--- src/common/uhpsr_pkg.sv ---
// Shared constants for the hub port line swap and port number remap block
package uhpsr_pkg;
  localparam int unsigned NUM_PORTS       = 8;   // Upstream port 0 plus downstream 1..7
  localparam int unsigned NUM_DOWNSTREAM  = 7;
  localparam logic [7:0] ADDR_LINE_SWAP   = 8'hFA;
  localparam logic [7:0] ADDR_REMAP_PAIR  = 8'hFB;
  localparam logic [7:0] RST_LINE_SWAP    = 8'h00;
  localparam logic [7:0] RST_REMAP_PAIR   = 8'h21;
  localparam logic [7:0] READ_UNMAPPED    = 8'h00;
  localparam int unsigned UPSTREAM_BIT    = 0;
  localparam int unsigned FIELD_PORT1_LSB = 0;   // Physical port 1 field, bits 3:0
  localparam int unsigned FIELD_PORT2_LSB = 4;   // Physical port 2 field, bits 7:4
  localparam int unsigned FIELD_W         = 4;
  localparam logic [3:0] LOGICAL_DISABLED = 4'h0;
  localparam logic [3:0] LOGICAL_MAX      = 4'h7;
  localparam logic [3:0] IDENT_PORT1      = 4'h1;
  localparam logic [3:0] IDENT_PORT2      = 4'h2;
  localparam logic [3:0] DOWNSTREAM_COUNT = 4'h7;
endpackage

--- src/hw/uhpsr_top.sv ---
// Hub line swap per port and physical-to-logical remap of downstream ports 1 and 2
// What this block, the host and the software do
// [RQ1] Swap bit 0: plus to plus, minus to minus
// [RQ2] Swap bit 1: plus and minus pins exchanged
// [RQ3] Swap bit 0 steers only the upstream port
// [RQ4] Swap bits 1..7 steer downstream ports 1..7
// [RQ5] Report only the downstream port count
// [RQ6] Host numbers ports 1 up to count
// [RQ7] Remap mode translates physical to logical numbers
// [RQ8] Software programs logical numbers contiguously from one
// [RQ9] Upper nibble zero disables physical port 2
// [RQ10] Upper nibble 1..7 maps port 2 there
// [RQ11] Nibbles 8..15 act as zero, disabled
// [RQ12] Lower nibble maps physical port 1, zero disables
// [RQ13] Remap mode off keeps identity numbering
module uhpsr_top
  import uhpsr_pkg::*;
(
  input  wire logic                            REF_CLK,
  input  wire logic                            RESETN,
  input  wire logic [7:0]                      REG_ADDR,
  input  wire logic                            REG_WR,
  input  wire logic [7:0]                      REG_WDATA,
  input  wire logic                            REG_RD,
  output logic      [7:0]                      REG_RDATA,
  input  wire logic                            REMAP_MODE_ENABLE,
  input  wire logic [uhpsr_pkg::NUM_PORTS-1:0] CORE_PLUS_OUT,
  input  wire logic [uhpsr_pkg::NUM_PORTS-1:0] CORE_MINUS_OUT,
  input  wire logic [uhpsr_pkg::NUM_PORTS-1:0] CORE_DRIVE,
  output logic      [uhpsr_pkg::NUM_PORTS-1:0] CORE_PLUS_IN,
  output logic      [uhpsr_pkg::NUM_PORTS-1:0] CORE_MINUS_IN,
  output logic      [uhpsr_pkg::NUM_PORTS-1:0] PLUS_LINE_PIN_O,
  output logic      [uhpsr_pkg::NUM_PORTS-1:0] PLUS_LINE_PIN_OE,
  input  wire logic [uhpsr_pkg::NUM_PORTS-1:0] PLUS_LINE_PIN_I,
  output logic      [uhpsr_pkg::NUM_PORTS-1:0] MINUS_LINE_PIN_O,
  output logic      [uhpsr_pkg::NUM_PORTS-1:0] MINUS_LINE_PIN_OE,
  input  wire logic [uhpsr_pkg::NUM_PORTS-1:0] MINUS_LINE_PIN_I,
  output logic      [3:0]                      PHYS1_LOGICAL,
  output logic      [3:0]                      PHYS2_LOGICAL,
  output logic      [3:0]                      PORT_COUNT
);
  import uhpsr_pkg::*;

  logic [7:0] line_swap_mask;
  logic [7:0] remap_first_pair_field;
  logic [3:0] next_phys1;
  logic [3:0] next_phys2;
  logic [3:0] next_count;

  // Reserved codes fold to disabled so a stray value never yields a bogus port
  function automatic logic [3:0] uhpsr_decode(input logic [3:0] nib);
    uhpsr_decode = (nib > LOGICAL_MAX) ? LOGICAL_DISABLED : nib; // RQ11
  endfunction

  // Register writes at the printed offsets; other addresses are ignored
  always_ff @(posedge REF_CLK)
  begin
    if (!RESETN)
    begin
      line_swap_mask         <= RST_LINE_SWAP;
      remap_first_pair_field <= RST_REMAP_PAIR;
    end
    else if (REG_WR)
    begin
      if (REG_ADDR == ADDR_LINE_SWAP)
        line_swap_mask <= REG_WDATA;
      else if (REG_ADDR == ADDR_REMAP_PAIR)
        remap_first_pair_field <= REG_WDATA;
    end
  end

  // Read data registered, one cycle after the strobe; unmapped reads give zero
  always_ff @(posedge REF_CLK)
  begin
    if (!RESETN)
      REG_RDATA <= READ_UNMAPPED;
    else if (REG_RD)
    begin
      if (REG_ADDR == ADDR_LINE_SWAP)
        REG_RDATA <= line_swap_mask;
      else if (REG_ADDR == ADDR_REMAP_PAIR)
        REG_RDATA <= remap_first_pair_field;
      else
        REG_RDATA <= READ_UNMAPPED;
    end
  end

  // Per-port pin steering; bit 0 is upstream, bits 1..7 downstream
  // Registered for clean pin timing at the cost of one cycle of latency
  genvar gi;
  generate
    for (gi = 0; gi < NUM_PORTS; gi++)
    begin : g_port
      always_ff @(posedge REF_CLK)
      begin
        if (!RESETN)
        begin
          PLUS_LINE_PIN_O[gi]   <= 1'b0;
          MINUS_LINE_PIN_O[gi]  <= 1'b0;
          PLUS_LINE_PIN_OE[gi]  <= 1'b0;
          MINUS_LINE_PIN_OE[gi] <= 1'b0;
          CORE_PLUS_IN[gi]      <= 1'b0;
          CORE_MINUS_IN[gi]     <= 1'b0;
        end
        else if (line_swap_mask[gi]) // RQ3 RQ4
        begin
          PLUS_LINE_PIN_O[gi]   <= CORE_MINUS_OUT[gi]; // RQ2
          MINUS_LINE_PIN_O[gi]  <= CORE_PLUS_OUT[gi];
          PLUS_LINE_PIN_OE[gi]  <= CORE_DRIVE[gi];
          MINUS_LINE_PIN_OE[gi] <= CORE_DRIVE[gi];
          CORE_PLUS_IN[gi]      <= MINUS_LINE_PIN_I[gi];
          CORE_MINUS_IN[gi]     <= PLUS_LINE_PIN_I[gi];
        end
        else
        begin
          PLUS_LINE_PIN_O[gi]   <= CORE_PLUS_OUT[gi]; // RQ1
          MINUS_LINE_PIN_O[gi]  <= CORE_MINUS_OUT[gi];
          PLUS_LINE_PIN_OE[gi]  <= CORE_DRIVE[gi];
          MINUS_LINE_PIN_OE[gi] <= CORE_DRIVE[gi];
          CORE_PLUS_IN[gi]      <= PLUS_LINE_PIN_I[gi];
          CORE_MINUS_IN[gi]     <= MINUS_LINE_PIN_I[gi];
        end
      end

    end
  endgenerate

  // Logical numbers: remap fields when enabled, identity otherwise
  always_comb
  begin
    if (REMAP_MODE_ENABLE) // RQ7
    begin
      next_phys1 = uhpsr_decode(remap_first_pair_field[FIELD_PORT1_LSB +: FIELD_W]); // RQ12
      next_phys2 = uhpsr_decode(remap_first_pair_field[FIELD_PORT2_LSB +: FIELD_W]); // RQ9 RQ10
    end
    else
    begin
      next_phys1 = IDENT_PORT1; // RQ13
      next_phys2 = IDENT_PORT2;
    end
  end

  // Only a count goes to the host; numbering is left to it, so the
  // count just drops by each disabled physical port
  always_comb
  begin
    next_count = DOWNSTREAM_COUNT; // RQ5
    if (next_phys1 == LOGICAL_DISABLED)
      next_count = next_count - 4'h1;
    if (next_phys2 == LOGICAL_DISABLED)
      next_count = next_count - 4'h1;
  end

  // Remap results registered
  always_ff @(posedge REF_CLK)
  begin
    if (!RESETN)
    begin
      PHYS1_LOGICAL <= IDENT_PORT1;
      PHYS2_LOGICAL <= IDENT_PORT2;
      PORT_COUNT    <= DOWNSTREAM_COUNT;
    end
    else
    begin
      PHYS1_LOGICAL <= next_phys1;
      PHYS2_LOGICAL <= next_phys2;
      PORT_COUNT    <= next_count;
    end
  end
endmodule // uhpsr_top
--- config.mk ---
export PLATFORM = sky130hd
export DESIGN_NAME = uhpsr_top
export DESIGN_NICKNAME = d
export VERILOG_FILES = /design/src/common/uhpsr_pkg.sv /design/src/hw/uhpsr_top.sv
export SDC_FILE = /design/constraint.sdc
export NUM_CORES = 1
export LEC_CHECK = 0
export BUFFER_PORTS_ARGS = -buffer_cell sky130_fd_sc_hd__buf_4
export CORE_ASPECT_RATIO = 2
export CORE_UTILIZATION = 50
export DETAILED_ROUTE_END_ITERATION = 10
export GPL_ROUTABILITY_DRIVEN = 0
export PLACE_DENSITY_LB_ADDON = 0.12
export SLEW_MARGIN = 25
export SYNTH_ARGS = -nofsm -noshare
export SYNTH_HDL_FRONTEND = slang
export SYNTH_SLANG_ARGS = --single-unit
--- constraint.sdc ---
create_clock -name REF_CLK -period 1.75 [get_ports REF_CLK]
set_input_delay 0.175 -clock REF_CLK [delete_from_list [all_inputs] [get_ports REF_CLK]]
set_output_delay 0.175 -clock REF_CLK [all_outputs]
set_load 0.02 [all_outputs]
After elaboration in Yosys (flattened, before gate mapping) --
Cells that the tools add are included.
Word-level totals: register bits 76, input port bits 61, output and inout bits 68
Cells by class: add/subtract/negate cells 1, $lt $le $gt $ge 2, equality and inequality tests 2, multiplexer cells 40, bitwise gates (word level) 1, reductions and logical operators 4
Operators by type and width (number):
- 2-to-1 mux 1 bit | 33
- 2-to-1 mux 4 bit | 5
- equality test 8 bit (second input constant) | 2
- 2-to-1 mux 8 bit | 2
- greater-than comparator 4 x 3 -> 1 bit (second input constant) | 2
- logical NOT 4 bit | 2
- subtractor 4 x 1 -> 4 bit (second input constant) | 1
- AND reduction 3 bit | 1
- AND reduction 2 bit | 1
- inverter 1 bit | 1

Longest topological paths before layout --
Gate-level depths: netlist (run 1).
depth in word-level cells 7, depth in mapped cells 5, gate-level depth less buffers 4

Worst setup path after synthesis (run 1) --
No wires, ideal clock.
kind input to register, start point input REG_ADDR[2], end point register line_swap_mask[1], data arrival time 1.007 ns, required time 1.678 ns, setup slack 0.672 ns, stages on the path 5, path buffers 1, cell sequence nand4b_4 -> nor2_8 -> and3b_1 -> buf_6 -> mux2i_1
On the way: longest elaborated chain between the ends 2
Ends and longest elaborated chain:
- start, declared | RTL line uhpsr_top.sv:21 | input wire logic [7:0] REG_ADDR,
- equality test 8 bit | RTL line uhpsr_top.sv:65 | if (REG_ADDR == ADDR_LINE_SWAP)
- AND reduction 2 bit (no source line)
- end signal, assigned | RTL line uhpsr_top.sv:60 | line_swap_mask <= RST_LINE_SWAP;
- end signal, assigned | RTL line uhpsr_top.sv:66 | line_swap_mask <= REG_WDATA;
- end, declared | RTL line uhpsr_top.sv:44 | logic [7:0] line_swap_mask;
No other way between the ends. A chain may end at the register's enable or synchronous reset.

Worst setup path in the final report (run 1) --
start point input REG_ADDR[2], end point register line_swap_mask[0]
Same word-level chain as after synthesis.

==> metrics.md, run 1 <==
| Metric | Value |
|---|---|
| Commonest cells in the netlist | `dfxtp_1, mux2i_1, nor2b_1` |
| Startpoint types | `input pin` |
| Max-slew headroom | `66.3%` |
| Hold path depth | `2` |
| Clock tree buffer depth | `2` |
| Initial antenna violation count | `0` |
| Post-CTS Setup Inserts | `0` |
| Reg clk slew, reported paths | `50 ps` |
| Post-synthesis sequential area ratio | `50.8%` |
| CTS root buf | `clkbuf_16` |
| Yosys top cell by area | `dfxtp_1` |
| P_leak | `between 0.0015 and 0.002 µW` |
| Worst slack, placed | `approximately 230 ps` |
| Layout Cell Area excl Fill | `4050 µm²` |
| Hold/Removal Path Class | `input pin to register` |
| Total Power | `3740 µW` |
| Row Count | `39` |
| Setup Crit Path Kind | `input pin to register` |
| GRT Total Usage | `19.8%` |
| Most instantiated library cell after synthesis | `dfxtp_1` |
| Clk_lat worst skew | `320 ps` |
| Slew of the pin with the lowest slew margin | `506 ps` |
| Antenna diode count | `0` |
| Clock Sinks | `74` |
| Slew Viols, Final | `0` |
| First-pass iteration count of the detailed router | `4` |
| Post-cts sizing count | `0` |
| Via-to-Cell Ratio | `4.92` |
| CP endpoint kind | `register` |
| Antenna viol nets, final | `0` |
| FFs w/ async S/R, synth | `0%` |
| H-tree depth | `3` |
| Final wirelength | `5920 µm` |
| Top_reg_cell synth | `dfxtp_1` |
| Drt drc | `0` |
| DP HPWL | `4420 µm` |
| Flops & latches, synth | `74` |
| Status | `finished clean` |
| Worst R2R Path Depth | `4` |
| Max rail drop VDD | `0.927 mV` |
| Fmax | `857 MHz` |
| Dpl cells | `~430` |
| Minimum clock period | `around 1200 ps` |
| Synth top area share | `50.8%` |
| Layout Skew | `roughly 3.2 ps` |
| CTS tree | `done` |
| Req. time, crit path | `2000 ps` |
| DR vias | `2206` |
| Setup_tns | `0 ps` |
| Tcrit/Tclk final | `66.7%` |
| Die footprint | `6160 µm²` |
| Port buffer count | `126` |
| Nets@finish | `~450` |
| Initial DRC Count | `43` |
| Max_cap viols | `0` |
| Largest net degree at the start of global routing | `~40` |
| I/O pin count | `~130` |
| Num CTS Buffers | `9` |
| Final hold viol count | `0` |
| Final worst slack | `583 ps` |
| Avg Cell Area, Syn | `between 10 and 15 µm²` |
| Synthesis Warnings | `0` |
| Crit path DAT | `1420 ps` |
| Synthesized instance count | `~270` |
| Height of the die | `110 µm` |
| Hold Buf Count CTS | `0` |
| Die W | `between 50 and 60 µm` |
| Final setup fails | `0` |
| Mapped Area | `2920 µm²` |
| Core area | `5660 µm²` |
| Largest cells by area after synthesis | `dfxtp_1, mux2i_1, nor2b_1` |
| Finished Layout Cells | `448` |
| Wire length per cell | `13.2 µm` |
| Initial Utilization | `51.5%` |
| RSZ-0062 raised after global routing | `no` |
| Worst-path fanout max | `10` |
| Grt total ovfl | `0` |
| Netlist cell types | `28` |
| Power Density | `925 nW/µm²` |
| Vias in the first global route | `approximately 2200` |
| Layout area overhead | `38.8%` |
| EDFF count, synth | `0` |
| Layout cells sized above 1 | `38.5%` |
| DP Area | `approximately 3800 µm²` |
| Global-route wire length before repair | `9220 µm` |
[critical path, cell delays in order]
cell	delay, ps
buf_4	110
nand4b_4	190
nor2_8	190
and3b_1	510
mux2i_1	250
[layout by cell type (no fill, tap or decap), types with 2 or more instances in the layout]
cell type	Yosys	final
nor3b_1	4	4
nand3_1	8	8
clkbuf_16	0	9
nor3_1	2	2
conb_1	2	4
nand2b_1	8	8
a21o_1	2	2
inv_1	2	2
nor2b_1	36	36
buf_4	10	126
and2_1	8	8
mux2i_1	48	48
mux2_2	8	8
nand2_1	25	25
dfxtp_1	74	74
clkbuf_1	15	4
a21boi_1	8	8
[power by group]
part	internal (µW)	switching, µW	total (µW)	leakage (µW)
clock	982	593	1580	0.000123
combinational	217	195	412	0.000997
sequential	1740	16.4	1760	0.000608
total	2940	804	3740	0.00173
[state kept, by name, indices dropped and copies added (netlist names)]
register and flops:
PHYS1_LOGICAL 4, PHYS2_LOGICAL 4, CORE_PLUS_IN 8, remap_first_pair_field 8
PLUS_LINE_PIN_O 8, MINUS_LINE_PIN_OE 8, line_swap_mask 8, PORT_COUNT 2
CORE_MINUS_IN 8, REG_RDATA 8, MINUS_LINE_PIN_O 8
[worst paths after layout]
kind | from | end | slack (ps)
worst max-delay path | REG_ADDR[2] | line_swap_mask[0] | 580
worst min-delay path | CORE_DRIVE[4] | MINUS_LINE_PIN_OE[4] | 60
worst min register to register | REG_RDATA[2] | REG_RDATA[2] | 460
worst max register to register | remap_first_pair_field[0] | PORT_COUNT[0] | 670
[per-stage QoR]
stage               util [%]  hold slack, ps
floorplan                  -             302
global placement        67.0             383
detailed placement      67.0             387
CTS                     71.5            41.0
global route            71.5            49.0
finish                  71.5            57.4
[routing by layer]
metal  wire length [µm]  vias to the layer above  global-route usage (%)
met3                351                       10                    5.72
li1                   -                     1103                       -
met5                  0                        -                       0
met2               3480                       79                    38.3
met4                110                        0                    11.5
met1               1990                     1014                    17.9
[cell type report]
type                            count  area (µm²)
Inverter                            2        7.51
Tap cell                           61        76.3
Sequential cell                    74        1480
Multi-Input combinational cell    170        1260
Fill cell                         469        1610
Clock buffer                       14         254
Timing Repair Buffer              127         966
[cells by family (layout without fill, tap and decap cells)]
group / count (synthesis) / after routing / synth area share [%]
other: 2 / 4 / 0.257
xor gates and xnor gates: 1 / 1 / 0.300
muxes: 56 / 56 / 19.6
buffers and inverters: 32 / 143 / 6.17
DFF: 74 / 74 / 50.8
AOI/OAI and AO/OA: 12 / 12 / 2.92
and+or+nand+nor: 97 / 97 / 20.0
(Power assumes the default switching activity.)
==> run 2: changes to the inputs <==
CORE_UTILIZATION = 42   (was 50)
clock period = 1 ns   (was 1.75 ns; I/O delays follow)
==> metrics.md, run 2 (synthesis gave the netlist of run 1 again) <==
| Metric | Value |
|---|---|
| Status | `finished clean` |
| Max rail drop VDD | `~1.2 mV` |
| Row Count | `42` |
| Height of the die | `around 120 µm` |
| Fin util | `between 60 and 70%` |
| Minimum clock period | `984 ps` |
| CP endpoint kind | `register` |
| Wire length per cell | `12.2 µm` |
| Max_cap viols | `0` |
| Via-to-Cell Ratio | `4.54` |
| Slowest stage delay, CP | `approximately 340 ps` |
| Drt drc | `0` |
| Slew Viols, Final | `0` |
| RSZ-0062 raised after global routing | `yes` |
| Crit-path leading delay family | `flip-flops` |
| I/O pin count | `129` |
| Grt total ovfl | `0` |
| Final wirelength | `6100 µm` |
| Power Density | `between 1500 and 2000 nW/µm²` |
| H-tree depth | `3` |
| CP Cell Sequence | `buf_4, mux2_2, nand3_1, a21boi_1` |
| DP HPWL | `4670 µm` |
| Post-CTS Setup Inserts | `0` |
| Core area | `6670 µm²` |
| Multi-input logic area | `approximately 1300 µm²` |
| CTS root buf | `clkbuf_16` |
| Clock tree buffer depth | `2` |
| Filler cells | `589` |
| Crit path DAT | `~1200 ps` |
| CP Buf/Inv Count | `1` |
| Setup Crit Path Kind | `register to register` |
| Fmax | `1020 MHz` |
| Layout Skew | `2.83 ps` |
| First-pass iteration count of the detailed router | `4` |
| Tcrit/Tclk final | `98.4%` |
| Hold WS | `37.8 ps` |
| Final setup fails | `0` |
| Worst slack, placed | `-121 ps` |
| Register area | `1490 µm²` |
| Antenna diode count | `0` |
| Req. time, crit path | `1220 ps` |
| Layout area overhead | `49.6%` |
| Final worst slack | `16.4 ps` |
| Port buffer count | `around 130` |
| Global-route wire length before repair | `9520 µm` |
| Initial Utilization | `43.7%` |
| Die W | `60.9 µm` |
| Most common cell after layout, fill and taps aside | `buf_4` |
| DR vias | `2279` |
| Vias in the first global route | `2299` |
| Hold/Removal Path Class | `input pin to register` |
| Clk_lat worst skew | `320 ps` |
| CTS tree | `done` |
| Initial DRC Count | `67` |
| Most frequent cells in the layout | `buf_4, dfxtp_1, mux2i_1` |
| Layout cells sized above 1 | `43.2%` |
| Die footprint | `7300 µm²` |
| Reg clk slew, reported paths | `~50 ps` |
| Num CTS Buffers | `9` |
| Initial antenna violation count | `0` |
| Worst-path fanout max | `3` |
| P_leak | `0.00189 µW` |
| Antenna viol nets, final | `0` |
| Largest net degree at the start of global routing | `21` |
| GRT Total Usage | `~18%` |
| Final hold viol count | `0` |
| Startpoint types | `register` |
| Clock Sinks | `74` |
| Nets@finish | `470` |
| Slowest-stage cell, CP | `dfxtp_1` |
==> run 2: changes by cell type in the layout (fill, tap and decap cells not counted), sizes merged <==
cell / previous run / this run
buf: 127 / 144
dlygate4sd3: 0 / 8
clkbuf: 14 / 15
clkinv: 0 / 1
==> run 2: layer usage <==
layer / part of all wire [%] / GRT usage (%)
met1: 36 / 15.8
met2: 57 / 33.1
met3: 4.9 / 5.39
met4: 2.0 / 9.38
met5: 0 / 0
==> run 2: worst register-to-register path, cell delays in order (launching register included) <==
cell      delay, ps
dfxtp_1         340
buf_4           150
mux2_2          250
nand3_1          90
a21boi_1         60
==> run 2: final timing paths <==
kind | slack, ps | endpoint | startpoint | cells after the start
setup reg to reg | 20 | REG_RDATA[1] | remap_first_pair_field[1] | 4
hold / removal | 40 | CORE_PLUS_IN[3] | PLUS_LINE_PIN_I[3] | 3
setup / recovery | 20 | REG_RDATA[1] | remap_first_pair_field[1] | 4
hold reg to reg | 470 | REG_RDATA[1] | REG_RDATA[1] | 2
==> run 2: what timing repair did <==
item,4_1_cts,5_1_grt
endpoints found under the setup margin,1,2
gates cloned,0,0
pin swaps,0,3
hold endpoints to repair,8,0
resized for setup,1,8
hold buffers,8,0
==> run 2: where the power goes <==
group	switching, µW	internal [µW]	leakage (µW)	total, µW
Combinational	352	407	0.00113	759
Clock	1110	2010	0.000152	3120
Sequential	27.5	3040	0.000609	3070
==> run 2: through the flow <==
step | instance area [µm²] | instances | power, µW | TNS (ps)
6_report | 4370 | 502 | 6950 | 0
5_1_grt | 4370 | 502 | 7220 | -14.5
4_1_cts | 4340 | 502 | 7040 | 0
3_5_place_dp | 3960 | 478 | 3870 | -1500
3_3_place_gp | 3960 | 478 | 3860 | -1170
2_1_floorplan | 2930 | 276 | 3490 | 0
==> run 2: layout make-up <==
cell class,count,share of cell area (%)
Inverter,2,0.172
Clock inverter,1,0.115
Clock buffer,15,6.82
Multi-Input combinational cell,170,29.5
Timing Repair Buffer,152,26.9
Sequential cell,74,34.0
Tap cell,88,2.52
==> run 3: changes to the inputs <==
BUFFER_PORTS_ARGS = unset   (was -buffer_cell sky130_fd_sc_hd__buf_4)
CORE_UTILIZATION = 56   (was 42)
DONT_BUFFER_PORTS = 1   (was unset)
GPL_ROUTABILITY_DRIVEN = unset   (was 0)
PLACE_DENSITY = 0.78   (was unset)
PLACE_DENSITY_LB_ADDON = unset   (was 0.12)
==> metrics.md, run 3 (synthesis gave the netlist of run 1 again) <==
| Metric | Value |
|---|---|
| Startpoint types | `register` |
| Row Count | `36` |
| Wire length per cell | `15.2 µm` |
| Die W | `53.0 µm` |
| Minimum clock period | `slightly below 1000 ps` |
| Clock tree buffer depth | `2` |
| Reg-to-reg critical path startpoint | `remap_first_pair_field[1]` |
| Num CTS Buffers | `9` |
| Height of the die | `104 µm` |
| Status | `complete, but fails checks` |
| Most frequent cells in the layout | `dfxtp_1, mux2i_1, nor2b_1` |
| Final worst slack | `32.1 ps` |
| Setup Crit Path Kind | `register to register` |
| Reg clk slew, reported paths | `70 ps` |
| Worst R2R Path Depth | `4` |
| Layout area overhead | `14.5%` |
| Post-CTS Setup Inserts | `0` |
| Req. time, crit path | `between 1000 and 1500 ps` |
| Multi-input logic area | `1290 µm²` |
| Hold path endpoint | `PORT_COUNT[0]` |
| Grt total ovfl | `0` |
| Final wirelength | `roughly 5300 µm` |
| Initial Utilization | `58.9%` |
| Largest net degree at the start of global routing | `between 70 and 80` |
| Drt drc | `0` |
| Failing checks | `hold timing` |
| Worst slack, placed | `-39.6 ps` |
| Hold/Removal Path Class | `input pin to register` |
| Final hold viol count | `57` |
| Wire length on met1 | `between 1500 and 2000 µm` |
| Slew Viols, Final | `0` |
| Most common cell after layout, fill and taps aside | `dfxtp_1` |
| Antenna viol nets, final | `0` |
| Clk_lat worst skew | `340 ps` |
| P_leak | `around 0.0013 µW` |
| I/O pin count | `129` |
| Vias in the first global route | `1879` |
| H-tree depth | `3` |
| Global-route wire length before repair | `8360 µm` |
| Port buffer count | `0` |
| Hold WS | `-178 ps` |
| Tcrit/Tclk final | `96.8%` |
| CP endpoint kind | `register` |
| Layout cells sized above 1 | `between 20% and 30%` |
| Layout Skew | `5.25 ps` |
| Setup slack, reg-to-reg | `30 ps` |
| Min-delay src | `RESETN` |
| DR vias | `~1900` |
| Initial antenna violation count | `0` |
| Reg2reg end | `REG_RDATA[1]` |
| First-pass iteration count of the detailed router | `2` |
| Max_cap viols | `0` |
| Worst-path fanout max | `3` |
| RSZ-0062 raised after global routing | `yes` |
| Hold path depth | `1` |
| Antenna diode count | `0` |
| Nets@finish | `approximately 350` |
| Clock Sinks | `74` |
| Via-to-Cell Ratio | `5.33` |
| CTS tree | `done` |
| GRT Total Usage | `21.1%` |
| Max rail drop VDD | `1.25 mV` |
| DP HPWL | `3820 µm` |
| Power Density | `between 1500 and 2000 nW/µm²` |
| Die footprint | `roughly 5500 µm²` |
| Register area | `1490 µm²` |
| Fmax | `slightly above 1000 MHz` |
| Core area | `4950 µm²` |
| Filler cells | `approximately 430` |
| Met3 Wirelength | `337 µm` |
| Top layer in use | `met4` |
| Initial DRC Count | `22` |
| CTS root buf | `clkbuf_8` |
| Total Power | `5370 µW` |
| Crit path DAT | `1200 ps` |
| Routability congestion estimate from global placement | `0.779` |
| Met2 wire len | `roughly 3000 µm` |
| Final setup fails | `0` |
run 3: cell types whose count changed in the layout (fill, tap and decap cells not counted), moves of 3 or more:
cell and delta:
clkbuf_8 +6, dlygate4sd3_1 +3, dfxtp_1 -7, clkbuf_16 -9, buf_4 -123, dfxtp_2 +7
run 3: routing by layer:
layer / vias to the layer above / global-route usage (%)
met2: 77 / 38.2
met3: 9 / 7.16
met5: - / 0
met1: 876 / 19.0
met4: 0 / 11.3
li1: 910 / -
run 3: layout make-up:
class / instances / share of cell area (%)
well taps: 57 / 2.13
multi-input cells: 170 / 38.5
flip-flops and latches: 74 / 44.7
repair buffers: 35 / 9.70
inverters: 2 / 0.225
clock buffers: 13 / 4.75
run 3: stage by stage:
stage	area (µm²)	utilization (%)	TNS, ps	instances
6_report	3340	67.4	0	351
5_1_grt	3340	67.4	-49.2	351
4_1_cts	3310	66.7	0	350
3_5_place_dp	3020	61.0	-137	326
3_3_place_gp	3020	61.0	-10.9	326
2_1_floorplan	2930	-	0	276
run 3: what timing repair did:
action | CTS | global route
hold buffers | 11 | 1
hold endpoints to repair | 66 | 58
pin swaps | 0 | 2
endpoints found under the setup margin | 17 | 9
resized for setup | 9 | 9
cloned | 0 | 0
run 3: how the worst max path moves through the flow:
stage	endpoint	cells after the start	startpoint	slack [ps]
floorplan	REG_RDATA[6]	4	line_swap_mask[6]	4
global placement	remap_first_pair_field[1]	4	REG_ADDR[2]	-10
detailed placement	remap_first_pair_field[1]	4	REG_ADDR[2]	-40
CTS	REG_RDATA[3]	3	REG_RD	3
global route	PORT_COUNT[0]	4	remap_first_pair_field[4]	-30
finish	REG_RDATA[1]	4	remap_first_pair_field[1]	30
run 3: worst max-delay path, stage by stage (launching register included):
cell	delay [ps]
dfxtp_1	320
buf_4	140
mux2_2	250
nand3_1	80
a21boi_1	70
run 3: where the power goes:
part / switching (µW) / internal (µW)
Clock: 944 / 997
Combinational: 77.9 / 134
Sequential: 174 / 3040
Total: 1200 / 4180
